`config.mk`:
```
export PLATFORM = sky130hd
export DESIGN_NAME = t1as_alarm_status
export DESIGN_NICKNAME = d
export VERILOG_FILES = /design/src/core/t1as_pkg.sv /design/src/core/t1as_alarm_status.sv
export SDC_FILE = /design/constraint.sdc
export NUM_CORES = 1
export LEC_CHECK = 0
export BUFFER_PORTS_ARGS = -buffer_cell sky130_fd_sc_hd__buf_4
export CAP_MARGIN = 20
export CORE_MARGIN = 2
export CORE_UTILIZATION = 40
export CTS_CLUSTER_SIZE = 20
export DETAILED_ROUTE_END_ITERATION = 10
export PLACE_DENSITY = 0.58
export SETUP_SLACK_MARGIN = 0.1
export SYNTH_ARGS = -nofsm -noshare
export SYNTH_HDL_FRONTEND = slang
export SYNTH_SLANG_ARGS = --single-unit
```
`constraint.sdc`:
```
create_clock -name clock -period 5.8 [get_ports clock]
set_input_delay 1.16 -clock clock [delete_from_list [all_inputs] [get_ports clock]]
set_output_delay 1.16 -clock clock [all_outputs]
set_load 0.02 [all_outputs]
```
`src/core/t1as_pkg.sv`:
```
/*
  Shared constants and carrier types for the receive-side alarm and
  status block of one framer: register indices, bit positions, reset
  values, detector thresholds and timing.
  Assumes a 10 MHz system clock and 32-bit APB register access.
*/
package t1as_pkg;
  // register indices (byte address is four times the index)
  localparam logic [15:0] REG_IDX_LATCHED_1 = 16'h0090;
  localparam logic [15:0] REG_IDX_MASK_1 = 16'h00A0;
  localparam logic [15:0] REG_IDX_REALTIME_1 = 16'h00B0;
  localparam logic [15:0] REG_IDX_LINE_CTRL_2 = 16'h0014;
  localparam logic [15:0] REG_IDX_FRAMING = 16'h0015;
  localparam logic [15:0] FRAMER_STRIDE = 16'h0200;

  // real-time status bit positions
  localparam int RT_FRAME_LOSS = 0;
  localparam int RT_CARRIER_LOSS = 1;
  localparam int RT_BLUE = 2;
  localparam int RT_YELLOW = 3;
  // latched status bit positions
  localparam int LB_FRAME_LOSS = 0;
  localparam int LB_CARRIER_LOSS = 1;
  localparam int LB_BLUE = 2;
  localparam int LB_YELLOW = 3;
  localparam int LB_FRAME_REGAIN = 4;
  localparam int LB_CARRIER_BACK = 5;
  localparam int LB_BLUE_END = 6;
  localparam int LB_YELLOW_END = 7;
  // control bit positions
  localparam int LC2_YELLOW_FBIT_MODE = 0;
  localparam int FR_T1_MODE = 0;
  localparam int FR_ESF = 1;

  // reset values
  localparam logic [7:0] MASK_RESET = 8'h00;
  localparam logic [7:0] LINE_CTRL_RESET = 8'h00;
  localparam logic [7:0] FRAMING_RESET = 8'h01;

  // detector thresholds
  localparam logic [2:0] BLUE_MAX_ZEROS = 3'h4;
  localparam logic [8:0] BIT2_WINDOW = 9'h100;
  localparam logic [8:0] BIT2_MIN_ZEROS = 9'h0FE;
  localparam logic [4:0] FDL_RUN = 5'h10;
  localparam logic [15:0] FDL_PATTERN = 16'h00FF;
  localparam logic [4:0] FDL_CLEAR_MATCHES = 5'h0E;
  localparam logic [7:0] LOS_ZEROS = 8'hC0;
  localparam logic [6:0] LOS_WINDOW = 7'h70;
  localparam logic [3:0] LOS_MIN_ONES = 4'hE;

  // timing
  localparam int CLOCK_PERIOD_NS = 100;
  localparam int BLUE_WINDOW_NS = 3000000;
  localparam int BLUE_WINDOW_CYCLES = BLUE_WINDOW_NS / CLOCK_PERIOD_NS;

  // present state of the four alarm conditions
  typedef struct packed {
    logic yellow;
    logic blue;
    logic carrier_loss;
    logic frame_loss;
  } t1as_alarm_type;

  // one received line bit with its strobe
  typedef struct packed {
    logic valid;
    logic value;
  } t1as_bit_type;
endpackage

```
`src/core/t1as_alarm_status.sv`:
```
/*
  Receive alarm detection and status reporting for one T1 framer:
  blue, yellow and carrier-loss detectors, real-time and latched status,
  interrupt masking and an APB register slave.
  Assumes all framer inputs are synchronous strobes on clock and that
  the framer reports its own loss of frame synchronisation.
*/
// How it works
// [RQ1] latched bit holds until host clears it
// [RQ2] writing one clears latched bit, zero keeps
// [RQ3] cleared bit sets again only on fresh event
// [RQ4] real-time bits read-only, reads change nothing
// [RQ5] real-time value stable during host read
// [RQ6] unmasked latched event drives interrupt low
// [RQ7] interrupt returns high when nothing unmasked pends
// [RQ8] clearing works even while alarm persists
// [RQ9] real-time bit 0 high while out of frame
// [RQ10] latched bit 0 sets on frame-loss rise
// [RQ11] latched bit 4 sets on frame-loss fall
// [RQ12] blue alarm by zeros per 3 ms window
// [RQ13] D4 bit-2 yellow: 254 of 256 zero
// [RQ14] D4 12th F-bit yellow: two consecutive
// [RQ15] ESF yellow: sixteen 00FF patterns in link
// [RQ16] carrier loss after 192 consecutive zeros
// [RQ17] carrier back: 14 ones in 112 bits
// [RQ18] host qualifies blue alarm with frame loss
// [RQ19] framer n registers at offset (n-1)*200h
// [RQ20] only latched bits drive the interrupt
// [RQ21] detectors follow framing format and T1 mode
module t1as_alarm_status #(
  parameter int FRAMER_NUM = 1,
  parameter int BLUE_WINDOW_CYCLES = t1as_pkg::BLUE_WINDOW_CYCLES
) (
  input wire logic clock,
  input wire logic reset_n,
  input wire logic psel,
  input wire logic penable,
  input wire logic pwrite,
  input wire logic [15:0] paddr,
  input wire logic [31:0] pwdata,
  output logic [31:0] prdata,
  output logic pready,
  output logic pslverr,
  input wire logic rx_frame_loss,
  input wire t1as_pkg::t1as_bit_type rx_line_bit,
  input wire t1as_pkg::t1as_bit_type rx_chan_bit2,
  input wire t1as_pkg::t1as_bit_type rx_fbit12,
  input wire logic rx_fdl_valid,
  input wire logic [15:0] rx_fdl_word,
  output logic interrupt_request_n
);
  localparam logic [15:0] FRAMER_BASE = 16'((FRAMER_NUM - 1) * t1as_pkg::FRAMER_STRIDE);

  // framer n sits one stride per framer above framer one [RQ19]
  function automatic logic [15:0] byte_addr(input logic [15:0] idx);
    logic [15:0] sum;
    sum = idx + FRAMER_BASE;
    byte_addr = {sum[13:0], 2'b00};
  endfunction

  localparam logic [15:0] A_LATCHED = byte_addr(t1as_pkg::REG_IDX_LATCHED_1);
  localparam logic [15:0] A_MASK = byte_addr(t1as_pkg::REG_IDX_MASK_1);
  localparam logic [15:0] A_REALTIME = byte_addr(t1as_pkg::REG_IDX_REALTIME_1);
  localparam logic [15:0] A_LINE_CTRL = byte_addr(t1as_pkg::REG_IDX_LINE_CTRL_2);
  localparam logic [15:0] A_FRAMING = byte_addr(t1as_pkg::REG_IDX_FRAMING);

  logic [31:0] prdata_reg;
  logic pready_reg;
  logic pslverr_reg;
  logic irq_n_reg;
  logic [7:0] latched_reg;
  logic [7:0] mask_reg;
  logic [7:0] line_ctrl_reg;
  logic [7:0] framing_reg;
  t1as_pkg::t1as_alarm_type rt_reg;
  t1as_pkg::t1as_alarm_type rt_prev_reg;
  logic blue_reg;
  logic yellow_reg;
  logic los_reg;
  logic [15:0] blue_win_reg;
  logic [2:0] blue_zeros_reg;
  logic [8:0] b2_cnt_reg;
  logic [8:0] b2_zeros_reg;
  logic [1:0] fbit_hist_reg;
  logic [4:0] fdl_run_reg;
  logic [4:0] fdl_cnt_reg;
  logic [4:0] fdl_match_reg;
  logic [7:0] los_zeros_reg;
  logic los_win_open_reg;
  logic [6:0] los_win_reg;
  logic [3:0] los_ones_reg;

  logic t1_mode;
  logic esf;
  logic setup;
  logic access_done;
  logic wr_done;
  logic addr_ok;
  logic [7:0] set_events;
  logic [7:0] clear_bits;
  logic [7:0] latched_next;
  logic [7:0] mask_next;

  assign t1_mode = framing_reg[t1as_pkg::FR_T1_MODE];
  assign esf = framing_reg[t1as_pkg::FR_ESF];
  assign setup = psel & ~penable;
  // mask as it will stand after this edge, so a new mask takes effect at once
  assign mask_next = (wr_done && paddr == A_MASK) ? pwdata[7:0] : mask_reg;
  assign access_done = psel & penable & pready_reg;
  assign wr_done = access_done & pwrite & ~pslverr_reg;
  assign addr_ok = (paddr == A_LATCHED) | (paddr == A_MASK) | (paddr == A_REALTIME) |
                   (paddr == A_LINE_CTRL) | (paddr == A_FRAMING);

  // apb: no wait states; read data captured in setup, so it cannot move
  // during the access even if an alarm changes meanwhile [RQ5]
  always_ff @(posedge clock or negedge reset_n) begin
    if (!reset_n) begin
      prdata_reg <= 32'h00000000;
      pready_reg <= 1'b0;
      pslverr_reg <= 1'b0;
    end else begin
      pready_reg <= setup;
      if (setup) begin
        pslverr_reg <= ~addr_ok;
        case (paddr)
          A_LATCHED: prdata_reg <= {24'h000000, latched_reg};
          A_MASK: prdata_reg <= {24'h000000, mask_reg};
          A_REALTIME: prdata_reg <= {28'h0000000, rt_reg};
          A_LINE_CTRL: prdata_reg <= {24'h000000, line_ctrl_reg};
          A_FRAMING: prdata_reg <= {24'h000000, framing_reg};
          default: prdata_reg <= 32'h00000000;
        endcase
      end else if (access_done) begin
        pslverr_reg <= 1'b0;
      end
    end
  end

  // control registers; the real-time register has no write path [RQ4]
  always_ff @(posedge clock or negedge reset_n) begin
    if (!reset_n) begin
      mask_reg <= t1as_pkg::MASK_RESET;
      line_ctrl_reg <= t1as_pkg::LINE_CTRL_RESET;
      framing_reg <= t1as_pkg::FRAMING_RESET;
    end else if (wr_done) begin
      if (paddr == A_MASK) mask_reg <= pwdata[7:0];
      if (paddr == A_LINE_CTRL) line_ctrl_reg <= pwdata[7:0];
      if (paddr == A_FRAMING) framing_reg <= pwdata[7:0];
    end
  end

  // real-time status; everything idles outside T1 mode [RQ21]
  always_ff @(posedge clock or negedge reset_n) begin
    if (!reset_n) begin
      rt_reg <= '0;
      rt_prev_reg <= '0;
    end else begin
      rt_reg.frame_loss <= rx_frame_loss & t1_mode; // [RQ9]
      rt_reg.carrier_loss <= los_reg;
      rt_reg.blue <= blue_reg;
      rt_reg.yellow <= yellow_reg;
      rt_prev_reg <= rt_reg;
    end
  end

  // blue alarm: count zeros over a fixed window, decide at its end [RQ12]
  always_ff @(posedge clock or negedge reset_n) begin
    if (!reset_n) begin
      blue_win_reg <= 16'h0000;
      blue_zeros_reg <= 3'h0;
      blue_reg <= 1'b0;
    end else if (!t1_mode) begin
      blue_win_reg <= 16'h0000;
      blue_zeros_reg <= 3'h0;
      blue_reg <= 1'b0;
    end else if (blue_win_reg == 16'(BLUE_WINDOW_CYCLES - 1)) begin
      blue_win_reg <= 16'h0000;
      blue_zeros_reg <= 3'h0;
      // a zero on the closing cycle still belongs to this window
      blue_reg <= (blue_zeros_reg + 3'(rx_line_bit.valid & ~rx_line_bit.value)) <=
                  t1as_pkg::BLUE_MAX_ZEROS; // [RQ12]
    end else begin
      blue_win_reg <= blue_win_reg + 16'h0001;
      // saturate at five: anything above four clears the alarm anyway
      if (rx_line_bit.valid && !rx_line_bit.value &&
          blue_zeros_reg <= t1as_pkg::BLUE_MAX_ZEROS) begin
        blue_zeros_reg <= blue_zeros_reg + 3'h1;
      end
    end
  end

  // yellow alarm; only the criterion of the chosen format applies [RQ21]
  always_ff @(posedge clock or negedge reset_n) begin
    if (!reset_n) begin
      yellow_reg <= 1'b0;
      b2_cnt_reg <= 9'h000;
      b2_zeros_reg <= 9'h000;
      fbit_hist_reg <= 2'h0;
      fdl_run_reg <= 5'h00;
      fdl_cnt_reg <= 5'h00;
      fdl_match_reg <= 5'h00;
    end else if (!t1_mode) begin
      yellow_reg <= 1'b0;
      b2_cnt_reg <= 9'h000;
      b2_zeros_reg <= 9'h000;
      fbit_hist_reg <= 2'h0;
      fdl_run_reg <= 5'h00;
      fdl_cnt_reg <= 5'h00;
      fdl_match_reg <= 5'h00;
    end else if (esf) begin
      // run of matches sets; a 16-pattern window with <=14 matches clears
      if (rx_fdl_valid) begin
        if (rx_fdl_word == t1as_pkg::FDL_PATTERN) begin
          if (fdl_run_reg == t1as_pkg::FDL_RUN - 5'h01) yellow_reg <= 1'b1; // [RQ15]
          if (fdl_run_reg != t1as_pkg::FDL_RUN) fdl_run_reg <= fdl_run_reg + 5'h01;
        end else begin
          fdl_run_reg <= 5'h00;
        end
        if (fdl_cnt_reg == t1as_pkg::FDL_RUN - 5'h01) begin
          fdl_cnt_reg <= 5'h00;
          fdl_match_reg <= 5'h00;
          if (fdl_match_reg + 5'(rx_fdl_word == t1as_pkg::FDL_PATTERN) <=
              t1as_pkg::FDL_CLEAR_MATCHES) begin
            yellow_reg <= 1'b0; // [RQ15]
          end
        end else begin
          fdl_cnt_reg <= fdl_cnt_reg + 5'h01;
          fdl_match_reg <= fdl_match_reg + 5'(rx_fdl_word == t1as_pkg::FDL_PATTERN);
        end
      end
    end else if (line_ctrl_reg[t1as_pkg::LC2_YELLOW_FBIT_MODE]) begin
      // two equal 12th F-bits in a row decide the state [RQ14]
      if (rx_fbit12.valid) begin
        fbit_hist_reg <= {fbit_hist_reg[0], rx_fbit12.value};
        if (fbit_hist_reg[0] && rx_fbit12.value) yellow_reg <= 1'b1;
        if (!fbit_hist_reg[0] && !rx_fbit12.value) yellow_reg <= 1'b0;
      end
    end else if (rx_chan_bit2.valid) begin
      // bit 2 of 256 channels, judged once per block of channels [RQ13]
      if (b2_cnt_reg == t1as_pkg::BIT2_WINDOW - 9'h001) begin
        b2_cnt_reg <= 9'h000;
        b2_zeros_reg <= 9'h000;
        yellow_reg <= (b2_zeros_reg + 9'(!rx_chan_bit2.value)) >=
                      t1as_pkg::BIT2_MIN_ZEROS;
      end else begin
        b2_cnt_reg <= b2_cnt_reg + 9'h001;
        b2_zeros_reg <= b2_zeros_reg + 9'(!rx_chan_bit2.value);
      end
    end
  end

  // carrier loss: a zero run sets it; a window opened by a one clears it
  always_ff @(posedge clock or negedge reset_n) begin
    if (!reset_n) begin
      los_reg <= 1'b0;
      los_zeros_reg <= 8'h00;
      los_win_open_reg <= 1'b0;
      los_win_reg <= 7'h00;
      los_ones_reg <= 4'h0;
    end else if (!t1_mode) begin
      los_reg <= 1'b0;
      los_zeros_reg <= 8'h00;
      los_win_open_reg <= 1'b0;
      los_win_reg <= 7'h00;
      los_ones_reg <= 4'h0;
    end else if (rx_line_bit.valid) begin
      if (rx_line_bit.value) begin
        los_zeros_reg <= 8'h00;
      end else if (los_zeros_reg != t1as_pkg::LOS_ZEROS) begin
        los_zeros_reg <= los_zeros_reg + 8'h01;
      end
      if (!los_reg) begin
        los_win_open_reg <= 1'b0;
        if (!rx_line_bit.value && los_zeros_reg == t1as_pkg::LOS_ZEROS - 8'h01) begin
          los_reg <= 1'b1; // [RQ16]
        end
      end else if (!los_win_open_reg) begin
        // first one opens the window and counts as its first bit
        if (rx_line_bit.value) begin
          los_win_open_reg <= 1'b1;
          los_win_reg <= 7'h01;
          los_ones_reg <= 4'h1;
        end
      end else begin
        if (rx_line_bit.value && los_ones_reg != t1as_pkg::LOS_MIN_ONES) begin
          los_ones_reg <= los_ones_reg + 4'h1;
        end
        if (los_win_reg == t1as_pkg::LOS_WINDOW - 7'h01) begin
          los_win_open_reg <= 1'b0;
          // too few ones: wait for the next one and try again [RQ17]
          if (los_ones_reg + 4'(rx_line_bit.value) >= t1as_pkg::LOS_MIN_ONES) begin
            los_reg <= 1'b0;
          end
        end else begin
          los_win_reg <= los_win_reg + 7'h01;
        end
      end
    end
  end

  // edge events on the real-time bits; a steady alarm yields no event [RQ3]
  always_comb begin
    set_events = 8'h00;
    set_events[t1as_pkg::LB_FRAME_LOSS] = rt_reg.frame_loss & ~rt_prev_reg.frame_loss; // [RQ10]
    set_events[t1as_pkg::LB_FRAME_REGAIN] = ~rt_reg.frame_loss & rt_prev_reg.frame_loss; // [RQ11]
    set_events[t1as_pkg::LB_CARRIER_LOSS] = rt_reg.carrier_loss & ~rt_prev_reg.carrier_loss;
    set_events[t1as_pkg::LB_CARRIER_BACK] = ~rt_reg.carrier_loss & rt_prev_reg.carrier_loss;
    set_events[t1as_pkg::LB_BLUE] = rt_reg.blue & ~rt_prev_reg.blue;
    set_events[t1as_pkg::LB_BLUE_END] = ~rt_reg.blue & rt_prev_reg.blue;
    set_events[t1as_pkg::LB_YELLOW] = rt_reg.yellow & ~rt_prev_reg.yellow;
    set_events[t1as_pkg::LB_YELLOW_END] = ~rt_reg.yellow & rt_prev_reg.yellow;
    clear_bits = (wr_done && paddr == A_LATCHED) ? pwdata[7:0] : 8'h00; // [RQ2]
    // hold, write-one-to-clear regardless of the alarm, set beats clear
    latched_next = (latched_reg & ~clear_bits) | set_events; // [RQ1] [RQ8]
  end

  // latched status
  always_ff @(posedge clock or negedge reset_n) begin
    if (!reset_n) begin
      latched_reg <= 8'h00;
    end else begin
      latched_reg <= latched_next;
    end
  end

  // interrupt from masked latched bits only, never from real-time bits
  always_ff @(posedge clock or negedge reset_n) begin
    if (!reset_n) begin
      irq_n_reg <= 1'b1;
    end else begin
      irq_n_reg <= ~|(latched_next & mask_next); // [RQ6] [RQ7] [RQ20]
    end
  end

  assign prdata = prdata_reg;
  assign pready = pready_reg;
  assign pslverr = pslverr_reg;
  assign interrupt_request_n = irq_n_reg;

  a_latch_hold: assert property (@(posedge clock) disable iff (!reset_n) // [RQ1]
    latched_reg[2] && !(wr_done && paddr == A_LATCHED && pwdata[2]) |=> latched_reg[2])
    else $error("latched blue bit dropped without a clear");

  a_write_clear: assert property (@(posedge clock) disable iff (!reset_n) // [RQ2]
    wr_done && paddr == A_LATCHED && pwdata[0] && !set_events[0] |=> !latched_reg[0])
    else $error("write of one did not clear latched bit");

  a_no_resample: assert property (@(posedge clock) disable iff (!reset_n) // [RQ3]
    !latched_reg[0] && rt_reg.frame_loss && rt_prev_reg.frame_loss |=> !latched_reg[0])
    else $error("latched bit set by persisting condition");

  a_read_stable: assert property (@(posedge clock) disable iff (!reset_n) // [RQ5]
    setup && paddr == A_REALTIME |=> pready && prdata[3:0] == $past(rt_reg) &&
    prdata[31:4] == 28'h0000000)
    else $error("real-time read data not held from setup");

  a_frame_loss_rt: assert property (@(posedge clock) disable iff (!reset_n) // [RQ9]
    t1_mode && rx_frame_loss |=> rt_reg.frame_loss)
    else $error("real-time frame loss not shown");

  a_loss_rise: assert property (@(posedge clock) disable iff (!reset_n) // [RQ10]
    $rose(rt_reg.frame_loss) |=> latched_reg[0])
    else $error("frame loss edge not latched");

  a_regain_fall: assert property (@(posedge clock) disable iff (!reset_n) // [RQ11]
    $fell(rt_reg.frame_loss) |=> latched_reg[4])
    else $error("frame regain edge not latched");

  a_irq_assert: assert property (@(posedge clock) disable iff (!reset_n) // [RQ6]
    |(latched_reg & mask_reg) |-> !interrupt_request_n)
    else $error("unmasked event without interrupt");

  a_irq_release: assert property (@(posedge clock) disable iff (!reset_n) // [RQ7]
    !(|(latched_reg & mask_reg)) |-> interrupt_request_n)
    else $error("interrupt low with nothing pending");

  a_los_assert: assert property (@(posedge clock) disable iff (!reset_n) // [RQ16]
    t1_mode && !los_reg && rx_line_bit.valid && !rx_line_bit.value &&
    los_zeros_reg == t1as_pkg::LOS_ZEROS - 8'h01 |=> los_reg ##1 rt_reg.carrier_loss)
    else $error("carrier loss not raised after zero run");
endmodule

```
==> results of run 1 <==
-- cell families after synthesis --
kind of cell,count (synthesis)
AO/OA/AOI/OAI,132
XOR/XNOR,35
adder cells (fa/ha/maj),20
buffers and inverters,70
flip-flops,127
multiplexers,38
other,1
AND/OR/NAND/NOR,259
-- through the flow --
| step | setup WS (ns) | hold slack, ns |
|---|---|---|
| after floorplan | 2.33 | 0.354 |
| after detailed placement | 2.04 | 0.371 |
| after global routing | 2.22 | 0.398 |
| after CTS | 2.47 | 0.384 |
| final | 2.46 | 0.379 |
| after global placement | 2.07 | 0.366 |
-- layer usage --
| metal | vias up | GRT usage | share of wire |
|---|---|---|---|
| li1 | 2517 | - | - |
| met1 | 2527 | 0.213 | 0.47 |
| met2 | 99 | 0.279 | 0.49 |
| met3 | 18 | 0.0331 | 0.032 |
| met4 | 0 | 0.0638 | 0.013 |
| met5 | - | 0 | 0 |
-- report_power, final --
part           leakage (nW)  internal, mW  switching (mW)
Sequential             1.65         0.909          0.0225
Combinational          1.75        0.0644          0.0896
Clock                 0.313         0.765           0.379
Total                  3.71          1.74           0.491
-- worst min path at each step --
stage,from,to,cells after the start,slack (ns)
after global placement,blue_reg,rt_reg[2],0,0.37
after CTS,blue_reg,rt_reg[2],0,0.38
after floorplan,blue_reg,rt_reg[2],0,0.35
after global routing,blue_reg,rt_reg[2],0,0.40
after detailed placement,blue_reg,rt_reg[2],0,0.37
final,blue_reg,rt_reg[2],0,0.38
-- placed cells by master, fill, tap and decap left out, drive strengths merged, types with 3 or more instances in the layout --
| cell | count |
|---|---|
| nor2b | 6 |
| nand3b | 3 |
| clkinv | 5 |
| mux2i | 16 |
| and2 | 4 |
| nor3b | 5 |
| a21oi | 16 |
| nand2b | 10 |
| nand2 | 71 |
| clkbuf | 23 |
| xnor2 | 9 |
| a211oi | 5 |
| o22ai | 3 |
| nand4 | 20 |
| mux2 | 22 |
| o21ai | 58 |
| nand3 | 21 |
| bufinv | 4 |
| conb | 24 |
| o31ai | 10 |
| nor3 | 14 |
| o41ai | 5 |
| or2 | 4 |
| nor2 | 67 |
| ha | 20 |
| inv | 27 |
| dfrtp | 125 |
| and3 | 13 |
| buf | 65 |
| xor2 | 26 |
| and4 | 5 |
| nand4b | 4 |
| or3 | 4 |
| a221oi | 4 |
| a22oi | 5 |
| a31oi | 10 |
| nor4 | 4 |
| a22o | 6 |
-- cell type report --
| cell class | instances | area [µm²] | area share |
|---|---|---|---|
| multi-input cells | 508 | 3230 | 0.407 |
| inverters | 28 | 105 | 0.0132 |
| clock buffers | 23 | 488 | 0.0614 |
| repair buffers | 65 | 508 | 0.0639 |
| well taps | 220 | 275 | 0.0346 |
| flip-flops and latches | 127 | 3180 | 0.400 |
| clock inverters | 9 | 155 | 0.0195 |
-- critical path, stage by stage --
cell and delay (ns):
buf_4 0.10, or4_1 0.56, nor4_4 0.38, ha_1 0.26, ha_1 0.24, nand3_1 0.13
nand2_1 0.09, o31ai_1 0.08, o311ai_0 0.34, o311a_1 0.21, o21ai_0 0.07
==> qor.yml, run 1 <==
grt:
  antenna_found_initial: 0
  grt_overflow: 0
  grt_pass1_vias: 4968
  grt_use_total: 0.166
  grt_max_degree: 87
  grt_pass1_wl_mm: 23.8
floorplanning:
  die_area_um2: 17800
  io_pins: 112
  die_h_um: 133
  start_util: 0.406
  rows: 47
  core-area_um2: 16500
  die_width_um: 133
synthesis:
  yosysWarnings: 0
  yosysSeqAreaShare: 0.475
  synth_xor_area_frac: 0.0458
  synth_seq_cells: 127
  synth_common_cells: "125 x dfrtp_1, 70 x nand2_1, 67 x nor2_1"
  synthMuxAreaShare: 0.0610
  synth_top_area_cell: "dfrtp_1"
  synth_edf_count: 0
  synthSimpleGateAreaFrac: 0.203
  synth_fa_ha_area_frac: 0.0374
  synth_most_common_cell: "dfrtp_1"
  yosysTopAreaCellShare: 0.468
  synthArstFlopShare: 1.00
  syn_area_um2: 6690
  synthTopCellsByArea: "dfrtp_1 47%, nand2_1 3.9%, o21ai_0 3.8%"
  ys_types: 58
  synth_top_family_by_area: "simple AND/OR/NAND/NOR gates"
  synth_ff_type: "dfrtp_1"
  syn_inst: 682
  syn_avg_cell_area_um2: 9.81
  synth-compound-area-share: 0.123
route:
  drtPass1Iterations: 4
  route.detailed.drc: 0
  wl_mm: 14.3
  vias: 5161
  drt_iter0_drc: 325
  post_drt_wl_per_cell_um: 14.6
  vias_per_cell: 5.27
  ant_nets: 0
min_path:
  min_path_type: "reg -> reg"
final_layout:
  drive_above_1_share: 0.174
  largest_register_ffs: 16
  area_growth_syn_to_layout_pct: 18.8
  final_cells: 980
  final_area_um2: 7950
  fillCellCount: 1507
  diodes: 0
  post-route-util: 0.483
  nets: 844
power:
  p_leak_nw: 3.71
  ir_worst_vdd_v: 0.000218
  pwr_density_cell_nw_per_um2: 281
  total_power_mw: 2.23
timing:
  fmax_mhz: 299
  setup-tns-final_ns: 0
  finalSetupViolCount: 0
  rsz0062_at_grt: "no"
  worst_pin_slew_ns: 0.916
  clock_skew_ns: 0.0101
  finalCritPeriodShare: 0.576
  relSlewSlack: 0.389
  timing_hold_violations_final: 0
  drv_slew: 0
  finalCriticalPeriod_ns: 3.34
setup_path:
  r2r-start: "framing_reg[0]"
  arrival_ns: 3.63
  r2r_cells: 5
  worstPathMaxFanout: 5
  cp-start-kind: "input pin"
  r2r_end: "fdl_run_reg[3]"
  crit_path_end_kind: "flip-flop"
  required_ns: 6.08
  crit_start: "rx_fdl_word[10]"
  critical_path_class: "in -> reg"
  worstSetupEndpoint: "yellow_reg"
  r2r_slack_ns: 2.83
placement:
  port_buffers: 63
  dpl.cell_count: 947
  placed_cell_area_um2: 7270
  gp_congestion: 0.787
  dp_hpwl_mm: 10.0
clock_tree:
  clk_latency_ns: 0.41
  clkTransAtPathRegs_ns: 0.05
  post_cts_resized: 0
  cts_setup_buffers: 0
  cts_sinks: 127
  numCtsBuffers: 17
  ctsHoldBuffers: 0
  cts_root_buf: "clkbuf_16"
  cts_tree: "yes"
  clk_path_buf_depth: 2
  htreeDepth: 4
flow_run:
  drv.max_cap_violation_count: 0
outcome:
  status: "completed"
Note: power is estimated with default switching activity, not from simulation.
==> run 2: changes to the inputs <==
Settings changed: PLACE_DENSITY 0.58 to 0.6.
Clock period 5.8 ns to 2.99 ns, I/O delays scaled along.
==> run 2 against run 1 <==
Design area rose by 1.2%. Combinational power rose by 110%. Die area did not move. First-iteration DRC count fell by 35%. Total power rose by 94%. Via count rose by 1.7%. Clock skew rose by 0.0011 ns. Hold slack got worse by 0.24 ns. Clock power rose by 93%. Setup slack got worse by 2.1 ns. Wire length rose by 4.8%.
==> qor.yml, run 2 (synthesis gave the netlist of run 1 again) <==
clock_tree:
  numCtsBuffers: 17  # unchanged
  cts_root_buf: "clkbuf_16"
  clk_path_buf_depth: 2  # unchanged
  cts_sinks: 127  # unchanged
  clk_latency_ns: 0.42  # about the same
  cts_tree: "yes"
  clkTransAtPathRegs_ns: 0.06  # about the same
  post_cts_resized: 0  # unchanged
  ctsHoldBuffers: 0  # unchanged
  htreeDepth: 4  # unchanged
  cts_setup_buffers: 0  # unchanged
timing:
  rsz0062_at_grt: "no"
  clock_skew_ns: 0.0112  # +0.00109 ns
  finalSetupViolCount: 0  # unchanged
  worst_pin_slew_ns: 0.725  # -0.191 ns
  timing_hold_violations_final: 0  # unchanged
  finalCriticalPeriod_ns: 2.59
  finalCritPeriodShare: 0.865
  fmax_mhz: 387
  drv_slew: 0  # unchanged
  fin_hold_ws_ns: 0.139  # -0.240 ns
  relSlewSlack: 0.517  # +0.127
grt:
  grt_overflow: 0  # unchanged
  grt_use_total: 0.175  # +0.00890
  antenna_found_initial: 0  # unchanged
  grt_pass1_vias: 5324  # +7.2%
  grt_pass1_wl_mm: 25.2  # +5.8%
  grt_max_degree: 62  # -29%
route:
  vias_per_cell: 5.28  # +0.27%
  ant_nets: 0  # unchanged
  post_drt_wl_per_cell_um: 15.1  # +3.3%
  route.detailed.drc: 0  # unchanged
  vias: 5249  # +1.7%
  drtPass1Iterations: 4  # unchanged
  drt_iter0_drc: 211  # -35%
  wl_mm: 15.0  # +4.8%
final_layout:
  final_cells: 994  # +1.4%
  fillCellCount: 1539  # +2.1%
  diodes: 0  # unchanged
  final_cell_mix: "125 x dfrtp_1, 78 x buf_4, 70 x nand2_1"
  nets: 858  # +1.7%
  drive_above_1_share: 0.193  # +0.0188
  final_area_um2: 8040  # +1.2%
  area_growth_syn_to_layout_pct: 20.2
  final_common_cell: "dfrtp_1"
  post-route-util: 0.488  # +0.00562
  largest_register_ffs: 16  # unchanged
  ff_latch_area_um2: 3180  # unchanged
  multi_input_area_um2: 3240  # about the same
placement:
  port_buffers: 63  # unchanged
  placed_cell_area_um2: 7400  # +1.8%
  dp_hpwl_mm: 10.8  # +7.7%
  dpl.cell_count: 962  # +1.6%
  gp_congestion: 0.819  # +4.1%
power:
  ir_worst_vdd_v: 0.000407  # +87%
  p_leak_nw: 3.76  # +1.5%
  pwr_density_cell_nw_per_um2: 539  # +92%
floorplanning:
  start_util: 0.406  # unchanged
  die_h_um: 133  # unchanged
  core-area_um2: 16500  # unchanged
  die_area_um2: 17800  # unchanged
  rows: 47  # unchanged
  io_pins: 112  # unchanged
  die_width_um: 133  # unchanged
flow_run:
  drv.max_cap_violation_count: 0  # unchanged
setup_path:
  cp-start-kind: "input pin"
  worstPathCellList: "buf_4, or4_1, nor4_4, ha_2, ha_1, a21oi_1, o31ai_1, o311ai_1, o311a_1, o21ai_0"
  crit_path_end_kind: "flip-flop"
  critical_path_class: "in -> reg"
  worstPathMaxFanout: 3  # -2
  cpPeakStageDelay_ns: 0.57  # about the same
  arrival_ns: 2.88  # -0.75 ns
  cpMaxStageDelayCell: "or4_1"
  path_buf_inv: 1  # unchanged
  required_ns: 3.28  # -2.80 ns
  cpLargestDelayFamily: "simple AND/OR/NAND/NOR gates"
min_path:
  min_path_type: "in -> async"
outcome:
  status: "completed"
-- run 2: power breakdown --
| group | internal [mW] | total (mW) | switching, mW |
|---|---|---|---|
| sequential | 1.76 | 1.81 | 0.0455 |
| combinational | 0.129 | 0.319 | 0.190 |
| clock | 1.41 | 2.20 | 0.797 |
| total | 3.30 | 4.33 | 1.03 |
-- run 2: worst paths after layout --
kind / from / slack, ns / to / cells past startpoint
worst min register to register: blue_reg / 0.38 / rt_reg[2] / 0
worst min-delay path: reset_n / 0.14 / blue_win_reg[5] / 1
min in group clock: blue_reg / 0.38 / rt_reg[2] / 0
max in group asynchronous: reset_n / 2.01 / interrupt_request_n / 2
worst max register to register: pslverr / 0.82 / interrupt_request_n / 6
worst max-delay path: rx_fdl_word[10] / 0.40 / yellow_reg / 10
-- run 2: layout make-up --
| cell class | instances | area share |
|---|---|---|
| Timing Repair Buffer | 79 | 0.0753 |
| Tap cell | 220 | 0.0342 |
| Clock buffer | 17 | 0.0529 |
| Clock inverter | 15 | 0.0262 |
| Sequential cell | 127 | 0.396 |
| Inverter | 28 | 0.0131 |
| Multi-Input combinational cell | 508 | 0.403 |
-- run 2: stage by stage --
stage / power, mW / setup WS (ns) / setup TNS, ns
finish: 4.33 / 0.403 / 0
global route: 4.52 / 0.236 / 0
CTS: 4.39 / 0.386 / 0
detailed placement: 2.16 / -0.0575 / -0.0575
global placement: 2.13 / 0.0206 / 0
floorplan: 2.02 / 0.117 / 0
-- run 2: per-layer routing --
metal	global-route usage	wire, µm	vias to the layer above
met5	0	0	-
met4	0.0662	187	0
met3	0.0495	815	24
met2	0.296	7370	135
met1	0.214	6620	2546
li1	-	-	2544
